[config.mk]
export PLATFORM = sky130hd
export DESIGN_NAME = aac_top
export DESIGN_NICKNAME = d
export VERILOG_FILES = /design/src/inc/aac_pkg.sv /design/src/design/aac_calib.sv /design/src/design/aac_top.sv
export SDC_FILE = /design/constraint.sdc
export NUM_CORES = 1
export LEC_CHECK = 0
export BUFFER_PORTS_ARGS = -buffer_cell sky130_fd_sc_hd__buf_2
export CORE_UTILIZATION = 50
export CTS_BUF_LIST = sky130_fd_sc_hd__clkbuf_4 sky130_fd_sc_hd__clkbuf_8
export DETAILED_ROUTE_END_ITERATION = 10
export GPL_TIMING_DRIVEN = 0
export MAX_ROUTING_LAYER = met4
export PLACE_DENSITY_LB_ADDON = 0.08
export SKIP_LAST_GASP = 1
export SYNTH_ARGS = -nofsm -noshare
export SYNTH_HDL_FRONTEND = slang
export SYNTH_SLANG_ARGS = --single-unit
export TNS_END_PERCENT = 5
[constraint.sdc]
create_clock -name clk -period 9.1 [get_ports clk]
set_clock_uncertainty 0.05 [all_clocks]
set_input_delay 0 -clock clk [delete_from_list [all_inputs] [get_ports clk]]
set_output_delay 0 -clock clk [all_outputs]
set_load 0.02 [all_outputs]
[src/inc/aac_pkg.sv]
// Behaviour
// - Input selection register at 16h, reset 01h, one read/write byte.
// - Positive selector bits 7:4, reset 0; codes 0-9 pins, 1010 common pin.
// - Positive codes 1011-1111: temperature, analog, digital, test, open.
// - Negative selector bits 3:0, reset 1; codes 0-9 route analog inputs.
// - Negative codes 1011-1111: temperature, analog, digital, test, open.
// - Offset word 16-bit two's complement, low byte 17h, high 18h, reset 0.
// - Offset word left-shifted 8 bits to align with the upper 16 of the 24 result bits.
// - Aligned offset subtracted from each result before gain scaling.
// - Gain word 16-bit unsigned, low 19h reset 00h, high 1Ah reset 40h.
// - Scale factor is gain word divided by 4000h; reset gives unity.
// - Offset-corrected result times scale factor, clamped to the 24-bit range, is the calibrated output.
package aac_pkg;

	// ----------------------------------------------------------------
	// Register indices and byte addresses
	// ----------------------------------------------------------------
	localparam logic [7:0] IDX_INPUT_SELECT = 8'h16;
	localparam logic [7:0] IDX_OFFSET_LOW   = 8'h17;
	localparam logic [7:0] IDX_OFFSET_HIGH  = 8'h18;
	localparam logic [7:0] IDX_GAIN_LOW     = 8'h19;
	localparam logic [7:0] IDX_GAIN_HIGH    = 8'h1A;
	localparam logic [7:0] IDX_RESULT       = 8'h1B;
	localparam logic [7:0] IDX_STATUS       = 8'h1C;
	localparam int         ADDR_WIDTH       = 10;
	localparam int         ADDR_SHIFT       = 2;

	// ----------------------------------------------------------------
	// Reset values and field positions
	// ----------------------------------------------------------------
	localparam logic [7:0] RST_INPUT_SELECT = 8'h01;
	localparam logic [7:0] RST_OFFSET_LOW   = 8'h00;
	localparam logic [7:0] RST_OFFSET_HIGH  = 8'h00;
	localparam logic [7:0] RST_GAIN_LOW     = 8'h00;
	localparam logic [7:0] RST_GAIN_HIGH    = 8'h40;
	localparam int         POS_SEL_MSB      = 7;
	localparam int         POS_SEL_LSB      = 4;
	localparam int         NEG_SEL_MSB      = 3;
	localparam int         NEG_SEL_LSB      = 0;

	// ----------------------------------------------------------------
	// Arithmetic widths
	// ----------------------------------------------------------------
	localparam int RESULT_WIDTH = 24;
	localparam int WORD_WIDTH   = 16;
	localparam int OFFSET_SHIFT = RESULT_WIDTH - WORD_WIDTH;
	localparam int GAIN_SHIFT   = 14;
	localparam int PROD_WIDTH   = 43;
	localparam logic signed [PROD_WIDTH-1:0] SAT_MAX = 43'sh7FFFFF;
	localparam logic signed [PROD_WIDTH-1:0] SAT_MIN = -43'sh800000;

	// ----------------------------------------------------------------
	// Input source codes
	// ----------------------------------------------------------------
	typedef enum logic [3:0] {
		SRC_AIN0   = 4'h0,
		SRC_AIN1   = 4'h1,
		SRC_AIN2   = 4'h2,
		SRC_AIN3   = 4'h3,
		SRC_AIN4   = 4'h4,
		SRC_AIN5   = 4'h5,
		SRC_AIN6   = 4'h6,
		SRC_AIN7   = 4'h7,
		SRC_AIN8   = 4'h8,
		SRC_AIN9   = 4'h9,
		SRC_COMMON = 4'hA,
		SRC_TEMP   = 4'hB,
		SRC_AVDD   = 4'hC,
		SRC_DVDD   = 4'hD,
		SRC_TEST   = 4'hE,
		SRC_OPEN   = 4'hF
	} aac_src_type;

	// ----------------------------------------------------------------
	// Calibration pipeline states
	// ----------------------------------------------------------------
	typedef enum logic [1:0] {
		ST_IDLE  = 2'b00,
		ST_SUB   = 2'b01,
		ST_MUL   = 2'b10,
		ST_SAT   = 2'b11
	} aac_state_type;

endpackage : aac_pkg

[src/design/aac_calib.sv]
`timescale 1ns/100ps
// Offset and gain correction of one auxiliary converter result.
module aac_calib (
	// Clock and reset.
	input  wire logic                clk,
	input  wire logic                rst,
	// Raw sample in.
	input  wire logic                raw_valid,
	input  wire logic signed [23:0]  raw_data,
	// Calibration words.
	input  wire logic signed [15:0]  aux_offset_word,
	input  wire logic        [15:0]  aux_gain_word,
	// Calibrated sample out.
	output logic                     cal_valid,
	output logic signed [23:0]       cal_data,
	output logic                     cal_clipped,
	output logic                     busy
);

	// ----------------------------------------------------------------
	// State and datapath registers
	// ----------------------------------------------------------------
	aac_pkg::aac_state_type state_reg;
	logic signed [24:0] diff_reg;
	logic signed [aac_pkg::PROD_WIDTH-1:0] prod_reg;
	logic signed [24:0] aligned_offset;
	logic signed [aac_pkg::PROD_WIDTH-1:0] scaled;

	assign aligned_offset = 25'(aux_offset_word) <<< aac_pkg::OFFSET_SHIFT;
	assign scaled = prod_reg >>> aac_pkg::GAIN_SHIFT;
	assign busy   = (state_reg != aac_pkg::ST_IDLE);

	// Sequencer: subtract, multiply, then saturate.
	always_ff @(posedge clk) begin
		if (rst) begin
			state_reg <= aac_pkg::ST_IDLE;
		end else begin
			case (state_reg)
				aac_pkg::ST_IDLE: begin
					if (raw_valid) begin
						state_reg <= aac_pkg::ST_SUB;
					end
				end
				aac_pkg::ST_SUB: state_reg <= aac_pkg::ST_MUL;
				aac_pkg::ST_MUL: state_reg <= aac_pkg::ST_SAT;
				aac_pkg::ST_SAT: state_reg <= aac_pkg::ST_IDLE;
				default:         state_reg <= aac_pkg::ST_IDLE;
			endcase
		end
	end

	// Datapath registers for each stage.
	always_ff @(posedge clk) begin
		if (rst) begin
			diff_reg <= 25'sh0000000;
			prod_reg <= '0;
		end else begin
			if (state_reg == aac_pkg::ST_IDLE && raw_valid) begin
				diff_reg <= 25'(raw_data) - aligned_offset;
			end
			if (state_reg == aac_pkg::ST_MUL) begin
				prod_reg <= aac_pkg::PROD_WIDTH'(diff_reg)
				          * $signed({1'b0, aux_gain_word});
			end
		end
	end

	// Output stage with clamping to the result range.
	always_ff @(posedge clk) begin
		if (rst) begin
			cal_valid   <= 1'b0;
			cal_data    <= 24'sh000000;
			cal_clipped <= 1'b0;
		end else begin
			cal_valid <= (state_reg == aac_pkg::ST_SAT);
			if (state_reg == aac_pkg::ST_SAT) begin
				if (scaled > aac_pkg::SAT_MAX) begin
					cal_data    <= 24'sh7FFFFF;
					cal_clipped <= 1'b1;
				end else if (scaled < aac_pkg::SAT_MIN) begin
					cal_data    <= 24'sh800000;
					cal_clipped <= 1'b1;
				end else begin
					cal_data    <= scaled[23:0];
					cal_clipped <= 1'b0;
				end
			end
		end
	end

endmodule : aac_calib

[src/design/aac_top.sv]
`timescale 1ns/100ps
// Auxiliary converter input selection and calibration register bank.
module aac_top (
	// Clock and reset.
	input  wire logic         clk,
	input  wire logic         rst,
	// APB slave.
	input  wire logic         psel,
	input  wire logic         penable,
	input  wire logic         pwrite,
	input  wire logic [9:0]   paddr,
	input  wire logic [31:0]  pwdata,
	input  wire logic [3:0]   pstrb,
	output logic              pready,
	output logic [31:0]       prdata,
	output logic              pslverr,
	// Converter raw result, same clock domain.
	input  wire logic         raw_valid,
	input  wire logic [23:0]  raw_data,
	// Analog switch controls.
	output logic [3:0]        aux_pos_selector,
	output logic [3:0]        aux_neg_selector,
	output logic [15:0]       pos_route_onehot,
	output logic [15:0]       neg_route_onehot,
	// Calibrated result.
	output logic              cal_valid,
	output logic [23:0]       cal_data
);

	// ----------------------------------------------------------------
	// Register storage
	// ----------------------------------------------------------------
	logic [7:0]  input_select_reg;
	logic [7:0]  offset_low_reg;
	logic [7:0]  offset_high_reg;
	logic [7:0]  gain_low_reg;
	logic [7:0]  gain_high_reg;
	logic [23:0] result_reg;
	logic        ready_reg;
	logic        clipped_reg;
	logic        cal_clipped;
	logic        calib_busy;
	logic signed [23:0] cal_data_int;
	logic [7:0]  word_index;
	logic        addr_ok;
	logic        wr_en;
	logic        rd_en;

	// Decode a byte address to a register index.
	function automatic logic [7:0] aac_index(input logic [9:0] a);
		aac_index = a[9:aac_pkg::ADDR_SHIFT];
	endfunction : aac_index

	// Whether an index names a mapped register.
	function automatic logic aac_mapped(input logic [7:0] i);
		aac_mapped = (i >= aac_pkg::IDX_INPUT_SELECT)
		          && (i <= aac_pkg::IDX_STATUS);
	endfunction : aac_mapped

	// ----------------------------------------------------------------
	// Bus decode
	// ----------------------------------------------------------------
	// Zero wait states; unmapped or misaligned gives an error.
	assign word_index = aac_index(paddr);
	assign addr_ok    = aac_mapped(word_index) && (paddr[1:0] == 2'b00);
	assign pready     = 1'b1;
	assign pslverr    = psel && penable && !addr_ok;
	assign wr_en      = psel && penable && pwrite && addr_ok && pstrb[0];
	assign rd_en      = psel && penable && !pwrite && addr_ok;

	// Input selection byte.
	always_ff @(posedge clk) begin
		if (rst) begin
			input_select_reg <= aac_pkg::RST_INPUT_SELECT;
		end else if (wr_en && word_index == aac_pkg::IDX_INPUT_SELECT) begin
			input_select_reg <= pwdata[7:0];
		end
	end

	// Offset word bytes.
	always_ff @(posedge clk) begin
		if (rst) begin
			offset_low_reg  <= aac_pkg::RST_OFFSET_LOW;
			offset_high_reg <= aac_pkg::RST_OFFSET_HIGH;
		end else if (wr_en) begin
			if (word_index == aac_pkg::IDX_OFFSET_LOW) begin
				offset_low_reg <= pwdata[7:0];
			end
			if (word_index == aac_pkg::IDX_OFFSET_HIGH) begin
				offset_high_reg <= pwdata[7:0];
			end
		end
	end

	// Gain word bytes.
	always_ff @(posedge clk) begin
		if (rst) begin
			gain_low_reg  <= aac_pkg::RST_GAIN_LOW;
			gain_high_reg <= aac_pkg::RST_GAIN_HIGH;
		end else if (wr_en) begin
			if (word_index == aac_pkg::IDX_GAIN_LOW) begin
				gain_low_reg <= pwdata[7:0];
			end
			if (word_index == aac_pkg::IDX_GAIN_HIGH) begin
				gain_high_reg <= pwdata[7:0];
			end
		end
	end

	// ----------------------------------------------------------------
	// Input routing
	// ----------------------------------------------------------------
	// positive and negative fields
	assign aux_pos_selector = input_select_reg[aac_pkg::POS_SEL_MSB:
	                                           aac_pkg::POS_SEL_LSB];
	assign aux_neg_selector = input_select_reg[aac_pkg::NEG_SEL_MSB:
	                                           aac_pkg::NEG_SEL_LSB];

	// One switch enable per source code, both sides, except none for the common code on the negative side.
	genvar g;
	generate
		for (g = 0; g < 16; g++) begin : g_route
			assign pos_route_onehot[g] = (aux_pos_selector == 4'(g));
			assign neg_route_onehot[g] = (aux_neg_selector == 4'(g))
			                          && (4'(g) != aac_pkg::SRC_COMMON);
		end
	endgenerate

	// ----------------------------------------------------------------
	// Calibration
	// ----------------------------------------------------------------
	aac_calib u_calib (
		.clk             (clk),
		.rst             (rst),
		.raw_valid       (raw_valid),
		.raw_data        ($signed(raw_data)),
		.aux_offset_word ($signed({offset_high_reg, offset_low_reg})),
		.aux_gain_word   ({gain_high_reg, gain_low_reg}),
		.cal_valid       (cal_valid),
		.cal_data        (cal_data_int),
		.cal_clipped     (cal_clipped),
		.busy            (calib_busy)
	);
	assign cal_data = cal_data_int;

	// Last result and status; a new result wins over a read clear.
	always_ff @(posedge clk) begin
		if (rst) begin
			result_reg  <= 24'h000000;
			ready_reg   <= 1'b0;
			clipped_reg <= 1'b0;
		end else if (cal_valid) begin
			result_reg  <= cal_data_int;
			ready_reg   <= 1'b1;
			clipped_reg <= cal_clipped;
		end else if (rd_en && word_index == aac_pkg::IDX_RESULT) begin
			ready_reg <= 1'b0;
		end
	end

	// Read data, driven from the registers during the access phase.
	always_comb begin
		prdata = 32'h00000000;
		if (rd_en) begin
			case (word_index)
				aac_pkg::IDX_INPUT_SELECT: prdata[7:0] = input_select_reg;
				aac_pkg::IDX_OFFSET_LOW:   prdata[7:0] = offset_low_reg;
				aac_pkg::IDX_OFFSET_HIGH:  prdata[7:0] = offset_high_reg;
				aac_pkg::IDX_GAIN_LOW:     prdata[7:0] = gain_low_reg;
				aac_pkg::IDX_GAIN_HIGH:    prdata[7:0] = gain_high_reg;
				aac_pkg::IDX_RESULT:       prdata[23:0] = result_reg;
				aac_pkg::IDX_STATUS: begin
					prdata[2:0] = {calib_busy, clipped_reg, ready_reg};
				end
				default:                   prdata = 32'h00000000;
			endcase
		end
	end

endmodule : aac_top

==> results.ini, run 1 <==
[status]
outcome=complete, no violations

[synthesis]
synth_mux_area_share_pct=4.68
ys_warn_count=0
synth_top_cell_area_share_pct=37.6
synth.most_common_cell=inv_1
synthesis.area_mm2=0.0208
synthSimpleGateAreaFrac_pct=17.3
ys_ff_latch=147
ys_types=66
synth-compound-area-share_pct=6.03
synth_fa_ha_area_share_pct=44.9
synth_commonest_cells=inv_1, fa_1, nand2_1
synth_top_family_by_area=adder cells
ys_async_sr_fraction_pct=0
yosys.area.top_type=fa_1
synthCells=2357
synth_edf_count=0
synth_ff_type=dfxtp_1
ys_seq_area_share_pct=14.2
synthXorXnorAreaFrac_pct=1.64
synth.avg_cell_area_um2=8.82
synthTopCellsByArea=fa_1, dfxtp_1, inv_1, ha_1, nand2_1

[clock_network]
cts_tree=built
cts_resized=0
clock_path_buffers=2
clk-insertion-delay-late_ns=0.46
cts.clk_slew.worst_paths_ns=0.10
cts_root_buf=clkbuf_8
clock_sinks=147
cts_inserted_buffers=17
post_cts_buffers=0
cts.hold.buffers_added=23
htreeDepth=4

[die]
rows=74
core_area_mm2=0.0409
fp.dieW_um=206
start_util_pct=50.8
die_y_um=206
ios=175
dieArea_mm2=0.0424

[finish]
largest_reg_flops=28
area_growth_syn_to_layout_pct=9.82
layout-drive-gt1-share_pct=8.29
finalNetCount=3130

[sta]
hold_viol=0
tns_ns=0
min_period_over_period_pct=92.8
period_minus_slack_ns=8.44
setup-violations-final=0
drv_slew=0
max_freq_mhz=118
whs_ns=0.0476
tightestPinTransition_ns=1.07
rsz0062_at_grt=no
slew_headroom_pct=28.7
setup_ws_ns=0.656

[worst_setup_path]
critPathMostFrequentCell=fa_1
cp-start-kind=flip-flop
required_ns=9.40
critPathKind=flip-flop to flip-flop
critPathMaxFanout=10
critical_path.startpoint=gain_high_reg[1]
crit_slowest_cell=clkbuf_1
path_cells=clkbuf_1 > clkbuf_1 > nand2_1 > fa_1 > inv_1 > fa_1 > fa_1 > fa_1 > fa_1 > inv_1 > fa_1 > inv_1 > ha_1 > nand4_4 > nor3_4 > o2111ai_1 > a21oi_2 > a311oi_2 > nor4_2 > o21ai_0 > a21oi_1 > a21oi_1 > xor2_1 > o21ai_1
slowest_delay_ns=0.79
cp.arrival_ns=8.74
crit_path_end_kind=flip-flop
rr_startpoint=gain_high_reg[1]

[power_and_ir_drop]
power_density_mw_per_mm2=83.4
p_clk_share_pct=28.9
leakagePower_nw=11.4
p_int_mw=1.14
power_frac_seq_pct=39.9
switchingPower_mw=0.759
pwr-share-comb_pct=31.2
ir_drop_mv=0.114
switching_share_pct=39.9
p_total_mw=1.90

[worst_hold_path]
holdCritStartpoint=raw_data[19]
hp-class=input pin to flip-flop

[routing]
wirelength_mm=63.4
drcViolationCount=0
drtAntennaViolNets=0
drt-pass1-iter-count=6
vias=16300
wire_per_inst_um=20.5
drtIter0Drc=1129
viasPerCell=5.28

[placement]
hpwl_mm=51.9
pre_cts_slack_ns=0.811
gp_congestion=0.937
io_buffers=136

[global_routing]
grt_usage_pct=32.3
grt_pass1_vias=16800
grt_pass1_wl_mm=97.9
grt_max_degree=17
overflow=0
antenna_found_initial=3

[run]
cap_violations=0

==> metal layers <==
metal	wire, um	vias to the layer above	track usage (%)
met4	2170	0	10.1
met3	3410	124	3.72
met1	27200	8213	42.2
met5	0	-	-
li1	-	7452	-
met2	30600	545	52.6
==> power by group through the flow <==
stage                     clock network (mW)  registers [mW]  logic [mW]
after CTS                              0.557           0.756       0.591
final                                  0.550           0.759       0.594
after detailed placement                   0           0.772       0.576
after global placement                     0           0.771       0.570
after global routing                   0.586           0.760       0.651
after floorplan                            0           0.727       0.381
==> path summary, 6_finish.rpt <==
path,endpoint,slack (ns),depth (start not counted)
worst max register to register,u_calib.prod_reg[36],0.66,24
worst max-delay path,u_calib.prod_reg[36],0.66,24
worst min register to register,u_calib.prod_reg[36],0.42,2
worst min-delay path,u_calib.diff_reg[19],0.05,5
==> layout make-up <==
class,instances,area [um2]
repair buffers,159,911
clock inverters,14,183
diodes,4,10.0
multi-input cells,1604,15500
well taps,532,666
fillers,3827,18100
flip-flops and latches,147,2940
clock buffers,18,241
plain buffers,131,536
inverters,483,1810
==> critical path, delay by kind of cell, from the launching register on <==
family,cells,cell delay (ns)
adder cells (fa/ha/maj),7,3.50
AND/OR/NAND/NOR,4,1.24
buffers and inverters,5,1.60
XOR/XNOR,1,0.28
AO/OA/AOI/OAI,7,1.33
flip-flops,1,0.31
==> per-stage QoR <==
step | area [um2] | util [%] | cells
final | 22800 | 55.8 | 3092
after global routing | 22800 | 55.7 | 3090
after CTS | 22800 | 55.7 | 3088
after detailed placement | 22200 | 54.1 | 3033
after global placement | 22200 | 54.1 | 3033
after floorplan | 20800 | - | 2365
==> cells by family (layout without fill, tap and decap cells) <==
group	count (synthesis)	after routing
XOR/XNOR	39	39
AO/OA/AOI/OAI	201	201
multiplexers	96	96
AND/OR/NAND/NOR	747	747
other	2	14
buffers and inverters	614	805
adder cells (fa/ha/maj)	511	511
flip-flops	147	147
==> cell usage in the layout (no fill, tap or decap), types with 5 or more instances in the layout <==
| cell type | netlist | routed |
|---|---|---|
| nand3_1 | 9 | 9 |
| clkbuf_1 | 116 | 116 |
| and2_1 | 175 | 175 |
| nand2b_1 | 41 | 41 |
| nor2_1 | 141 | 141 |
| a22oi_1 | 7 | 7 |
| a21oi_1 | 72 | 72 |
| o22ai_1 | 8 | 8 |
| nor3_1 | 22 | 22 |
| xnor2_1 | 24 | 24 |
| dlygate4sd3_1 | 0 | 23 |
| xor2_1 | 15 | 15 |
| mux2i_1 | 87 | 87 |
| dfxtp_1 | 147 | 147 |
| conb_1 | 2 | 10 |
| a21o_1 | 16 | 16 |
| fa_1 | 390 | 390 |
| nand2_1 | 308 | 308 |
| o211ai_1 | 5 | 5 |
| a31oi_1 | 5 | 5 |
| o21ai_0 | 46 | 46 |
| nor2b_1 | 12 | 12 |
| inv_1 | 483 | 483 |
| buf_4 | 11 | 11 |
| and3_1 | 8 | 8 |
| mux2_2 | 9 | 9 |
| buf_2 | 2 | 138 |
| ha_1 | 121 | 121 |
| a211oi_1 | 7 | 7 |
| clkbuf_8 | 0 | 17 |
Note: power is estimated with default switching activity, not from simulation.
==> run 2: changes to the inputs <==
==> constraint.sdc (replaced) <==
create_clock -name clk -period 7.6 [get_ports clk]
set_clock_uncertainty 0.05 [all_clocks]
set_input_delay 0 -clock clk [delete_from_list [all_inputs] [get_ports clk]]
set_output_delay 0 -clock clk [all_outputs]
set_load 0.02 [all_outputs]
==> results.ini, run 2 (synthesized netlist as in run 1, its figures left out) <==
[die]
rows=74
fp.dieW_um=206
dieArea_mm2=0.0424
start_util_pct=50.8
ios=175
die_y_um=206
core_area_mm2=0.0409

[worst_setup_path]
critPathMaxFanout=11
crit_path_end_kind=flip-flop
r2r-end=u_calib.prod_reg[41]
cp-start-kind=flip-flop
cp_num_buf_inv=6
required_ns=7.87
cp.arrival_ns=7.71
cp_top_family=adder cells
critPathKind=flip-flop to flip-flop
rr_startpoint=gain_low_reg[7]
rr_worst_depth=25
reg2reg_slack_ns=0.17
crit_slowest_cell=dfxtp_2
critPathMostFrequentCell=fa_1
slowest_delay_ns=0.58

[sta]
setup-violations-final=0
rsz0062_at_grt=no
drv_slew=0
tightestPinTransition_ns=0.895
period_minus_slack_ns=7.43
max_freq_mhz=135
slew_headroom_pct=39.7
whs_ns=0.0427
hold_viol=0
setup_ws_ns=0.167
min_period_over_period_pct=97.8

[clock_network]
cts_inserted_buffers=17
htreeDepth=4
cts_root_buf=clkbuf_8
clk-insertion-delay-late_ns=0.47
cts.clk_slew.worst_paths_ns=0.09
clock_sinks=147
cts_tree=built
clock_path_buffers=2

[routing]
wirelength_mm=63.5
drcViolationCount=0
drtAntennaViolNets=0
viasPerCell=5.29
drt-pass1-iter-count=5
drtIter0Drc=1012
vias=16300
wire_per_inst_um=20.6

[power_and_ir_drop]
switching_share_pct=39.8
power_frac_seq_pct=39.8
ir_drop_mv=0.137
power_density_mw_per_mm2=99.6
p_clk_share_pct=28.9
pwr-share-comb_pct=31.3
leakagePower_nw=11.6
p_int_mw=1.38
switchingPower_mw=0.911

[worst_hold_path]
whs_endpoint=u_calib.diff_reg[19]
hp-class=input pin to flip-flop
min_path_cells=5
holdCritStartpoint=raw_data[19]

[global_routing]
overflow=0
grt_usage_pct=32.3
antenna_found_initial=2
met3_usage_pct=3.28
grt_pass1_wl_mm=97.9
grt_max_degree=17
met1_usage_pct=42.5
top_usage_layer=met2
grtUsageMet2_pct=52.6
grt_pass1_vias=16800

[finish]
final_common_cell=inv_1
final_cell_mix=inv_1, fa_1, nand2_1
fin_util_pct=56.1
final_cells=3087
finalNetCount=3122
layout-drive-gt1-share_pct=11.5
largest_reg_flops=28
multi_input_area_mm2=0.0155
area.sequential_mm2=0.00300
nFillCells=3810
area_growth_syn_to_layout_pct=10.6

[placement]
gp_congestion=0.937
placed_cells=3033
hpwl_mm=51.9
pre_cts_slack_ns=-0.689
io_buffers=136

[status]
outcome=complete, no violations

[run]
cap_violations=0

==> run 2: cell types whose count changed in the layout (fill, tap and decap cells not counted), moves of 3 or more <==
cell / previous run / this run
clkbuf_1: 116 / 58
clkbuf_2: 0 / 32
dfxtp_1: 147 / 118
dfxtp_2: 0 / 21
buf_2: 138 / 146
clkbuf_4: 1 / 9
dfxtp_4: 0 / 8
diode_2: 4 / 7
==> run 2: worst max-delay path by stage <==
| stage | from | endpoint | slack, ns | depth (start not counted) |
|---|---|---|---|---|
| 4_1_cts | u_calib.diff_reg[16] | u_calib.prod_reg[41] | 0.06 | 23 |
| 3_3_place_gp | gain_high_reg[2] | u_calib.prod_reg[36] | -0.70 | 24 |
| 3_5_place_dp | gain_high_reg[1] | u_calib.prod_reg[36] | -0.69 | 24 |
| 6_report | gain_low_reg[7] | u_calib.prod_reg[41] | 0.17 | 25 |
| 2_1_floorplan | gain_low_reg[2] | u_calib.prod_reg[41] | 1.27 | 24 |
| 5_1_grt | gain_low_reg[2] | u_calib.prod_reg[41] | 0.004 | 24 |
==> run 2: metal layers <==
layer	part of all wire (%)	routed length [um]	vias to the layer above
met3	5.6	3570	104
met2	49	30900	556
met4	3.1	1960	0
li1	-	-	7447
met5	0	0	-
met1	43	27100	8220
==> run 2: layout make-up <==
| type | count | area share [%] |
|---|---|---|
| Inverter | 483 | 7.89 |
| Clock inverter | 14 | 0.795 |
| Clock buffer | 18 | 1.05 |
| Multi-Input combinational cell | 1604 | 67.6 |
| Buffer | 121 | 2.52 |
| Sequential cell | 147 | 13.1 |
| Tap cell | 532 | 2.90 |
| Antenna cell | 7 | 0.0762 |
| Timing Repair Buffer | 161 | 4.08 |
==> run 2: tightest hold or removal path: stages <==
cell,delay [ns]
buf_2,0.11
ha_1,0.17
xnor2_1,0.09
nand2_1,0.07
a21oi_1,0.06
==> run 2: stage by stage <==
step	total power, mW	cell area [um2]	setup TNS [ns]
2_1_floorplan	1.33	20800	0
3_3_place_gp	1.61	22200	-4.57
3_5_place_dp	1.61	22200	-4.90
4_1_cts	2.28	22800	0
5_1_grt	2.40	23000	0
6_report	2.29	23000	0
==> run 2: power by group through the flow <==
| stage | Sequential [mW] | Clock (mW) | Combinational (mW) |
|---|---|---|---|
| after CTS | 0.906 | 0.667 | 0.711 |
| final | 0.911 | 0.660 | 0.716 |
| after global routing | 0.912 | 0.702 | 0.786 |
| after global placement | 0.923 | 0 | 0.682 |
| after floorplan | 0.870 | 0 | 0.457 |
| after detailed placement | 0.924 | 0 | 0.690 |
==> run 2: what timing repair did <==
action | 4_1_cts | 5_1_grt
hold buffers | 23 | 0
endpoints found under the setup margin | 18 | 9
buffers inserted | 0 | 2
hold endpoints to repair | 54 | 0
pin swaps | 0 | 2
gates resized for setup | 48 | 78
